**src/rtl/mfr_pkg.sv**
```systemverilog
package mfr_pkg;

  // ----------------------------------------------------------------
  // Timing
  // ----------------------------------------------------------------
  localparam int unsigned CLK_PERIOD_PS = 25000;
  localparam int unsigned RF_CYCLE_PS = 73746;
  localparam int unsigned GAP_RF_CYCLES = 2;
  localparam int unsigned GAP_MIN_PS = GAP_RF_CYCLES * RF_CYCLE_PS;
  // Least time, so round up
  localparam int unsigned GAP_CYC_INT =
    (GAP_MIN_PS + CLK_PERIOD_PS - 1) / CLK_PERIOD_PS;
  localparam logic [6:0] GAP_CYCLES = GAP_CYC_INT[6:0];

  // ----------------------------------------------------------------
  // Buffer geometry
  // ----------------------------------------------------------------
  localparam logic [3:0] MAX_FRAMES = 4'h8;
  localparam logic [5:0] MAX_PAYLOAD = 6'h1c;
  localparam logic [7:0] MAX_LEN_BYTE = 8'h1c;
  localparam logic [2:0] STATUS_WORD_IDX = 3'h7;

  // ----------------------------------------------------------------
  // Register map (byte addresses)
  // ----------------------------------------------------------------
  localparam logic [11:0] A_CTRL = 12'h000;
  localparam logic [11:0] A_CMD = 12'h004;
  localparam logic [11:0] A_RX_STATUS = 12'h008;
  localparam logic [11:0] A_EVENT = 12'h00c;
  localparam logic [3:0] BUF_PAGE = 4'h1;

  // ----------------------------------------------------------------
  // Field positions
  // ----------------------------------------------------------------
  localparam int unsigned CTRL_MFR_BIT = 0;
  localparam int unsigned CMD_START_BIT = 0;
  localparam int unsigned CMD_IDLE_BIT = 1;
  localparam int unsigned STAT_NFR_LSB = 0;
  localparam int unsigned STAT_ST_LSB = 8;
  localparam int unsigned EVT_RX_BIT = 0;
  localparam int unsigned SW_CNT_LSB = 0;
  localparam int unsigned SW_PAYLOAD_BIT = 8;
  localparam int unsigned SW_SHORT_BIT = 9;
  localparam int unsigned SW_COLL_BIT = 10;
  localparam int unsigned SW_COMB_BIT = 11;
  localparam int unsigned SW_LEN_BIT = 12;
  localparam int unsigned ST_WAIT_SEND_BIT = 4;

  localparam logic [1:0] RESP_OKAY = 2'h0;
  localparam logic [1:0] RESP_SLVERR = 2'h2;

  typedef enum logic [4:0] {
    st_idle = 5'h01,
    st_recv = 5'h02,
    st_gap = 5'h04,
    st_write_status = 5'h08,
    st_wait_send = 5'h10
  } rx_state_t;

endpackage

```
**src/rtl/multi_frame_rx_buffer.sv**
```systemverilog
`timescale 1ns/1ps

// Functional notes
// (RL1) Multi-frame only with enable bit and transceive
// (RL2) Receiver re-armed after each completed frame
// (RL3) Buffer split into 32-byte sub-buffers
// (RL4) At most eight frames per cycle
// (RL5) Frame n starts at byte 32 times n
// (RL6) At most 28 payload bytes per frame
// (RL7) Status word at bytes 28 to 31
// (RL8) Status: count, flags, combined flag, length
// (RL9) Reserved status bits written as zero
// (RL10) Host ignores bytes between payload and status
// (RL11) Good frame: data stored, no flags
// (RL12) Integrity fail: data, combined and payload flags
// (RL13) Length over 28: status only, length flag
// (RL14) Short frame: data stored, short flag set
// (RL15) Receive event flag set for every frame
// (RL16) Host may mask event, use timeout
// (RL17) Frame count field updated as frames end
// (RL18) After eighth frame go to wait-send
// (RL19) Idle command stops reception at once
// (RL20) Frame count cleared at new cycle start
// (RL21) Receiver off gap at least two RF cycles
// (RL22) Status word layout fixed and published
module multi_frame_rx_buffer
  import mfr_pkg::*;
(
  input wire logic aclk,
  input wire logic aresetn,
  input wire logic [11:0] awaddr,
  input wire logic awvalid,
  output logic awready,
  input wire logic [31:0] wdata,
  input wire logic [3:0] wstrb,
  input wire logic wvalid,
  output logic wready,
  output logic [1:0] bresp,
  output logic bvalid,
  input wire logic bready,
  input wire logic [11:0] araddr,
  input wire logic arvalid,
  output logic arready,
  output logic [31:0] rdata,
  output logic [1:0] rresp,
  output logic rvalid,
  input wire logic rready,
  input wire logic [7:0] rx_byte,
  input wire logic rx_byte_valid,
  input wire logic rx_frame_end,
  input wire logic rx_crc_ok,
  input wire logic rx_collision,
  output logic rx_enable,
  output logic wait_send
);

  // ----------------------------------------------------------------
  // State
  // ----------------------------------------------------------------
  typedef struct packed {
    rx_state_t st;
    logic multi_frame_receive;
    logic multi_run;
    logic [3:0] nframes;
    logic [5:0] cnt;
    logic [7:0] len;
    logic crc_bad;
    logic coll;
    logic [6:0] gap;
    logic rx_event;
    logic rx_enable;
    logic mem_we;
    logic [5:0] mem_addr;
    logic [3:0] mem_be;
    logic [31:0] mem_wdata;
    logic awready;
    logic aw_have;
    logic [11:0] aw_addr;
    logic wready;
    logic w_have;
    logic [31:0] w_data;
    logic [3:0] w_strb;
    logic bvalid;
    logic [1:0] bresp;
    logic arready;
    logic rvalid;
    logic [31:0] rdata;
    logic [1:0] rresp;
  } state_t;

  state_t q;
  state_t d;
  logic [31:0] buf_mem [64];
  logic wr_fire;
  logic cmd_start;
  logic cmd_idle;
  logic [7:0] len_now;
  logic [31:0] status_word;

  assign wr_fire = q.aw_have && q.w_have && !q.bvalid;
  assign cmd_start = wr_fire && q.aw_addr == A_CMD && q.w_strb[0] &&
                     q.w_data[CMD_START_BIT];
  assign cmd_idle = wr_fire && q.aw_addr == A_CMD && q.w_strb[0] &&
                    q.w_data[CMD_IDLE_BIT];

  // ----------------------------------------------------------------
  // Next state
  // ----------------------------------------------------------------
  always_comb begin
    d = q;
    d.mem_we = 1'b0;
    len_now = (q.cnt == 6'h00) ? rx_byte : q.len;
    // (RL8) (RL9) (RL22) Fixed layout, rest zero
    status_word = '0;
    status_word[SW_CNT_LSB +: 6] = q.cnt;
    if (q.len > MAX_LEN_BYTE) begin
      // (RL13) Over-length frame flag
      status_word[SW_LEN_BIT] = 1'b1;
    end else begin
      // (RL11) (RL12) Clean or integrity flags
      status_word[SW_PAYLOAD_BIT] = q.crc_bad;
      // (RL14) Short frame flags
      status_word[SW_SHORT_BIT] = {2'h0, q.cnt} < q.len;
      status_word[SW_LEN_BIT] = {2'h0, q.cnt} < q.len;
      status_word[SW_COLL_BIT] = q.coll;
      status_word[SW_COMB_BIT] = q.crc_bad || q.coll ||
                                 ({2'h0, q.cnt} < q.len);
    end

    // Write channels taken in either order
    if (awvalid && q.awready) begin
      d.aw_have = 1'b1;
      d.aw_addr = awaddr;
      d.awready = 1'b0;
    end
    if (wvalid && q.wready) begin
      d.w_have = 1'b1;
      d.w_data = wdata;
      d.w_strb = wstrb;
      d.wready = 1'b0;
    end
    if (wr_fire) begin
      d.aw_have = 1'b0;
      d.w_have = 1'b0;
      d.bvalid = 1'b1;
      d.bresp = (q.aw_addr[11:4] == 8'h00) ? RESP_OKAY : RESP_SLVERR;
      if (q.aw_addr == A_CTRL && q.w_strb[0]) begin
        d.multi_frame_receive = q.w_data[CTRL_MFR_BIT];
      end
      // Cleared here, so a set below still wins
      if (q.aw_addr == A_EVENT && q.w_strb[0] && q.w_data[EVT_RX_BIT]) begin
        d.rx_event = 1'b0;
      end
    end
    if (q.bvalid && bready) begin
      d.bvalid = 1'b0;
      d.awready = 1'b1;
      d.wready = 1'b1;
    end

    // Read channel
    if (arvalid && q.arready) begin
      d.arready = 1'b0;
      d.rvalid = 1'b1;
      d.rresp = RESP_OKAY;
      d.rdata = '0;
      if (araddr[11:8] == BUF_PAGE) begin
        d.rdata = buf_mem[araddr[7:2]];
      end else if (araddr[11:2] == A_CTRL[11:2]) begin
        d.rdata[CTRL_MFR_BIT] = q.multi_frame_receive;
      end else if (araddr[11:2] == A_CMD[11:2]) begin
        d.rdata = '0;
      end else if (araddr[11:2] == A_RX_STATUS[11:2]) begin
        d.rdata[STAT_NFR_LSB +: 4] = q.nframes;
        d.rdata[STAT_ST_LSB +: 5] = q.st;
      end else if (araddr[11:2] == A_EVENT[11:2]) begin
        d.rdata[EVT_RX_BIT] = q.rx_event;
      end else begin
        d.rresp = RESP_SLVERR;
      end
    end
    if (q.rvalid && rready) begin
      d.rvalid = 1'b0;
      d.arready = 1'b1;
    end

    // Receive sequencer
    unique case (q.st)
      st_idle, st_wait_send: begin
        if (cmd_start) begin
          // (RL1) Enable bit sampled at transceive start
          d.multi_run = q.multi_frame_receive;
          // (RL20) Count cleared on new cycle
          d.nframes = 4'h0;
          d.cnt = 6'h00;
          d.len = 8'h00;
          d.crc_bad = 1'b0;
          d.coll = 1'b0;
          d.rx_enable = 1'b1;
          d.st = st_recv;
        end
      end
      st_recv: begin
        if (rx_byte_valid) begin
          if (q.cnt == 6'h00) begin
            d.len = rx_byte;
          end
          if (q.cnt != 6'h3f) begin
            d.cnt = q.cnt + 6'h01;
          end
          // (RL6) Payload capped, over-length dropped
          if (len_now <= MAX_LEN_BYTE && q.cnt < MAX_PAYLOAD) begin
            d.mem_we = 1'b1;
            // (RL5) Sub-buffer base from frame count
            d.mem_addr = {q.nframes[2:0], q.cnt[4:2]};
            d.mem_be = 4'h1 << q.cnt[1:0];
            d.mem_wdata = {4{rx_byte}};
          end
        end
        if (rx_frame_end) begin
          d.crc_bad = !rx_crc_ok;
          d.coll = rx_collision;
          d.rx_enable = 1'b0;
          d.st = st_write_status;
        end
      end
      st_write_status: begin
        // (RL7) Status in last word of sub-buffer
        d.mem_we = 1'b1;
        d.mem_addr = {q.nframes[2:0], STATUS_WORD_IDX};
        d.mem_be = 4'hf;
        d.mem_wdata = status_word;
        // (RL15) Event per frame
        d.rx_event = 1'b1;
        // (RL17) Frame count published
        d.nframes = q.nframes + 4'h1;
        // (RL4) (RL18) Eighth frame ends cycle
        if (q.multi_run && q.nframes != MAX_FRAMES - 4'h1) begin
          d.gap = 7'h00;
          d.st = st_gap;
        end else begin
          d.st = st_wait_send;
        end
      end
      st_gap: begin
        // (RL21) Receiver held off for gap
        if (q.gap == GAP_CYCLES - 7'h01) begin
          // (RL2) Receiver re-armed
          d.rx_enable = 1'b1;
          d.cnt = 6'h00;
          d.len = 8'h00;
          d.crc_bad = 1'b0;
          d.coll = 1'b0;
          d.st = st_recv;
        end else begin
          d.gap = q.gap + 7'h01;
        end
      end
      default: begin
        d.rx_enable = 1'b0;
        d.st = st_idle;
      end
    endcase

    // (RL19) Idle command aborts reception
    if (cmd_idle) begin
      d.rx_enable = 1'b0;
      d.mem_we = 1'b0;
      d.st = st_idle;
    end
  end

  // ----------------------------------------------------------------
  // Registers
  // ----------------------------------------------------------------
  always_ff @(posedge aclk) begin
    if (!aresetn) begin
      q <= '0;
      q.st <= st_idle;
      q.awready <= 1'b1;
      q.wready <= 1'b1;
      q.arready <= 1'b1;
    end else begin
      q <= d;
    end
  end

  // (RL3) Byte-lane writes into the shared buffer
  always_ff @(posedge aclk) begin
    for (int i = 0; i < 4; i++) begin
      if (q.mem_we && q.mem_be[i]) begin
        buf_mem[q.mem_addr][8*i +: 8] <= q.mem_wdata[8*i +: 8];
      end
    end
  end

  assign awready = q.awready;
  assign wready = q.wready;
  assign bvalid = q.bvalid;
  assign bresp = q.bresp;
  assign arready = q.arready;
  assign rvalid = q.rvalid;
  assign rdata = q.rdata;
  assign rresp = q.rresp;
  assign rx_enable = q.rx_enable;
  assign wait_send = q.st[ST_WAIT_SEND_BIT];
endmodule // multi_frame_rx_buffer

```
**config.mk**
```make
export PLATFORM = sky130hd
export DESIGN_NAME = multi_frame_rx_buffer
export DESIGN_NICKNAME = d
export VERILOG_FILES = /design/src/rtl/mfr_pkg.sv /design/src/rtl/multi_frame_rx_buffer.sv
export SDC_FILE = /design/constraint.sdc
export NUM_CORES = 2
export LEC_CHECK = 0
export BUFFER_PORTS_ARGS = -buffer_cell sky130_fd_sc_hd__buf_2
export CAP_MARGIN = 10
export CELL_PAD_IN_SITES_DETAIL_PLACEMENT = 0
export CELL_PAD_IN_SITES_GLOBAL_PLACEMENT = 1
export CORE_ASPECT_RATIO = 1.4
export CORE_MARGIN = 3
export CORE_UTILIZATION = 35
export DETAILED_ROUTE_END_ITERATION = 12
export GPL_TIMING_DRIVEN = 0
export HOLD_SLACK_MARGIN = 0.03
export PLACE_DENSITY_LB_ADDON = 0.25
export SLEW_MARGIN = 20
export SYNTH_ARGS = -nofsm -noshare
export SYNTH_HDL_FRONTEND = slang
export SYNTH_SLANG_ARGS = --single-unit
export TNS_END_PERCENT = 20
```
**constraint.sdc**
```tcl
create_clock -name aclk -period 5.9 [get_ports aclk]
set_clock_uncertainty 0.05 [all_clocks]
set_input_delay 0.295 -clock aclk [delete_from_list [all_inputs] [get_ports aclk]]
set_output_delay 0.295 -clock aclk [all_outputs]
set_load 0.1 [all_outputs]
```
Word level (Yosys, flattened, before mapping)
Memory sizes are Yosys's and may differ from the RTL's. Cells that the tools add are included.

Add/sub/neg operators: 3. Multiply operators: 0. Div/mod/pow operators: 0. $lt $le $gt $ge: 4. Eq/ne operators: 22. Shifts and indexed selects: 1. Multiplexer cells: 51. Bitwise gates (word level): 2. Reduce and logical (&&, ||, !) cells: 50.

Operator list (count): 2-to-1 mux 43 bit (2); one-hot mux 43 bit (2 select lines) (1); one-hot mux 16 bit (3 select lines) (1); 2-to-1 mux 32 bit (1); 2-to-1 mux 5 bit (6); equality test 10 x 2 -> 1 bit (second input constant) (2); logical AND 1 bit (20); 2-to-1 mux 20 bit (1); one-hot mux 5 bit (4 select lines) (1); 2-to-1 mux 1 bit (18); 2-to-1 mux 16 bit (1); != test 2 bit (second input constant) (8); 2-to-1 mux 14 bit (1); 2-to-1 mux 2 bit (7); 2-to-1 mux 7 bit (2); one-hot mux 7 bit (2 select lines) (1); equality test 12 x 3 -> 1 bit (second input constant) (1); equality test 12 x 4 -> 1 bit (second input constant) (1); logical NOT 12 bit (1); 2-to-1 mux 12 bit (1); AND reduction 4 bit (3); equality test 10 x 1 -> 1 bit (second input constant) (1); logical NOT 10 bit (1); nonzero test 2 bit (5); other kinds (33) (46).

Bits in registers: 137. Bits in latches: 0. Memory bits (writable): 2048. ROM bits: 0. Input bits: 79. Word-level logic and storage cells: 162. Memories: 1.

Memory list: buf_mem (depth 64, width 32, read ports 1, clocked after memory_dff 0, write ports 1, RTL line multi_frame_rx_buffer.sv:93) `logic [31:0] buf_mem [64];`.

Longest topological paths before layout
Depth in word-level cells: 7. Mapped depth: 12. Gate-level depth less buffers: 8.

Least setup slack after synthesis
No wires, ideal clock.

Kind: reg-to-reg. Start: reg q[121] (netlist name). End: mem buf_mem[0][14] (data pin). Library setup time: 856 ps. Arrival: 3397 ps. Path slack: 1598 ps. Stages on the path, launching flop included: 1. Buffers on the path: 0. Period minus slack after synthesis: 4302 ps. Cells stage by stage: dfxtp_1.

RTL lines (RTL line): end, declared (multi_frame_rx_buffer.sv:93).

Worst setup path after layout
Start: in araddr[4]. End: reg q (netlist bit rdata[14]).

Word-level cells in the longest chain between the ends: 2.

Ends and longest elaborated chain: start, declared (RTL line multi_frame_rx_buffer.sv:41) `input wire logic [11:0] araddr,`; memory (64 x 32 bit); 2-to-1 mux 32 bit (RTL line multi_frame_rx_buffer.sv:167) `if (araddr[11:8] == BUF_PAGE) begin`; end, declared (RTL line multi_frame_rx_buffer.sv:91) `state_t q;`.

Every way passes these cells. A chain may end at the register's enable or synchronous reset.

==> impl_metrics.json <==
{
  "status": "finished clean",
  "drv_slew": 0,
  "htreeDepth": 4,
  "yosysTopAreaCellShare": 0.717,
  "crit_top_cell": "buf_2",
  "synth.area.top_cells": "edfxtp_1 72%, mux4_2 10%, dfxtp_1 2.8%",
  "cap_violations": 0,
  "path_class": "in2reg",
  "rr_startpoint": "buf_mem[2][0]",
  "total_power_mw": 31.5,
  "clock-sinks": 2170,
  "cts_tree": "done",
  "cts_setup_buffers": 0,
  "hp-class": "in2reg",
  "worstPathMaxFanout": 13,
  "antenna_left": 0,
  "vias": 49515,
  "setup_viol": 0,
  "busiest_layer": "met2",
  "fp-row-count": 214,
  "cts_root_buf": "clkbuf_16",
  "use_met2": 0.457,
  "place.gp.congestion": 0.971,
  "p_leak_nw": 28.0,
  "clk_pin_slew_ns": 0.07,
  "first_iter_violations": 6317,
  "grt_antenna_before_repair": 18,
  "grt_overflow": 0,
  "detail_route.wl_per_cell_um": 42.8,
  "cts_resized": 0,
  "worstHoldStart": "awaddr[1]",
  "synth_area_leader_cell": "edfxtp_1",
  "critPathBufInv": 6,
  "peakVddDrop_mv": 0.214,
  "place.detailed.hpwl_um": 251000,
  "drive_above_1_share": 0.221,
  "arrival_ns": 5.55,
  "numPortBuffers": 80,
  "yosysMostFrequentCell": "edfxtp_1",
  "crit_slowest_cell": "mux2i_1",
  "firstDrtPassIters": 8,
  "syn_area_um2": 85800,
  "core_area_um2": 243000,
  "cts_made_buffers": 207,
  "critical_path.startpoint_type": "input port",
  "ys.flop_type": "edfxtp_1",
  "hold_viol": 0,
  "power_density_nw_per_um2": 320,
  "grtUsageTotal": 0.281,
  "layout_min_cycle_time_ns": 4.89,
  "drt-total-wl_um": 358000,
  "die_w_um": 424,
  "postPlaceCellArea_um2": 91600,
  "die_h_um": 592,
  "dieArea_um2": 251000,
  "rsz0062_at_grt": "false",
  "grt_pass1_vias": 48177,
  "cts.path.max_buffers": 4,
  "grt_pass1_wl_um": 463000,
  "critPathTopFamily": "buffers and inverters",
  "ys_seq_area_frac": 0.745,
  "drc": 0,
  "syn_avg_cell_area_um2": 18.7,
  "initial_core_util": 0.353,
  "vias_per_cell": 5.91,
  "ios": 122,
  "grtUsageMet3": 0.0426,
  "yosys-top-cells-count": "2,048 x edfxtp_1, 388 x mux4_2, 350 x nor2_1",
  "synth_edf_count": 2048,
  "ys_seq_elements": 2170,
  "worst_slew_pin_slew_ns": 1.26,
  "critPathMaxStageDelay_ns": 0.86,
  "worst_skew_pair.late_latency_ns": 0.88,
  "finalInstanceArea_um2": 98500,
  "met1_usage": 0.320,
  "fmax_mhz": 205,
  "grt_max_degree": 73,
  "final_nets": 5061,
  "syn_inst": 4580,
  "startpoint": "araddr[4]",
  "cp_cell_sequence": "buf_4, buf_4, buf_6, buf_2, buf_2, buf_2, mux2i_1, a21oi_1, o21ai_0, nand3_1",
  "slew_headroom": 0.155,
  "cp.required_ns": 6.56,
  "area_growth_pct": 14.8,
  "async_reset_ff_frac": 0,
  "ys_types": 83,
  "period_share": 0.828,
  "worstSetupEndpointType": "flop",
  "ys_warn_count": 0
}
## metrics by stage
| stage | hold WS, ns | instances | util | setup TNS (ns) | setup WS, ns |
|---|---|---|---|---|---|
| after detailed placement | 0.400 | 7957 | 0.376 | 0 | 0.333 |
| after CTS | 0.128 | 8364 | 0.405 | 0 | 1.24 |
| after global routing | 0.187 | 8366 | 0.405 | 0 | 1.25 |
| after floorplan | 0.345 | 4581 | - | 0 | 1.60 |
| after global placement | 0.395 | 7901 | 0.371 | -1488.16 | -2.65 |
| final | 0.174 | 8377 | 0.405 | 0 | 1.01 |
## worst min-delay path: cells and delay by family
| kind | cells | cell delay, ns |
|---|---|---|
| buffers and inverters | 2 | 0.65 |
| AND/OR/NAND/NOR | 1 | 0.05 |
| AO/OA/AOI/OAI | 1 | 0.05 |
## power breakdown
group          leakage [nW]  switching, mW  internal [mW]
clock                  3.14           5.88           7.31
combinational          8.06           1.23          0.465
sequential             16.9         0.0392           16.6
## per-layer routing
metal / part of all wire / up-vias
met5: 0 / -
met4: 0.11 / 0
met3: 0.069 / 873
met2: 0.48 / 2869
met1: 0.34 / 26553
li1: - / 19220
## timing repair
action	4_1_cts	5_1_grt
hold buffers	43	0
endpoints found under the hold margin	65	0
endpoints found under the setup margin	0	0
## state kept, by name (all words and copies together) (netlist names)
name,cells
arready,1
q,81
wready,1
rvalid,1
rx_enable,1
wait_send,1
rresp,1
bvalid,1
rdata,32
bresp,1
awready,1
buf_mem,2048
## kinds of logic after synthesis
| family | Yosys count | synth area share |
|---|---|---|
| AO/OA/AOI/OAI | 487 | 0.0386 |
| XOR/XNOR | 11 | 0.00112 |
| adder cells (fa/ha/maj) | 12 | 0.00175 |
| buffers and inverters | 320 | 0.0248 |
| flip-flops | 2170 | 0.745 |
| multiplexers | 682 | 0.142 |
| other | 1 | 0.0000437 |
| AND/OR/NAND/NOR | 897 | 0.0462 |
## worst paths after layout
check,endpoint,slack [ns],cells past startpoint
worst max-delay path,rdata[14],1.01,10
worst min-delay path,q[78],0.17,4
worst max register to register,rdata[0],2.27,8
worst min register to register,q[78],0.41,2
## final cells by class
type	instances	area, µm²
Fill cell	21816	145000
Sequential cell	2170	64000
Multi-Input combinational cell	2091	19900
Clock buffer	269	5570
Tap cell	3240	4050
Buffer	306	2120
Timing Repair Buffer	180	1940
Clock inverter	95	850
Inverter	14	52.6
Antenna cell	12	30.0
## placed cells by master, fill, tap and decap left out, types with 96 or more instances in the layout
cell       count
nor2_1       344
a21oi_1       96
mux2i_1      225
dfxtp_1      103
clkbuf_1     120
mux4_2       388
edfxtp_1    2048
nand2_1      309
clkbuf_16    211
buf_2        133
(Power assumes the default switching activity.)
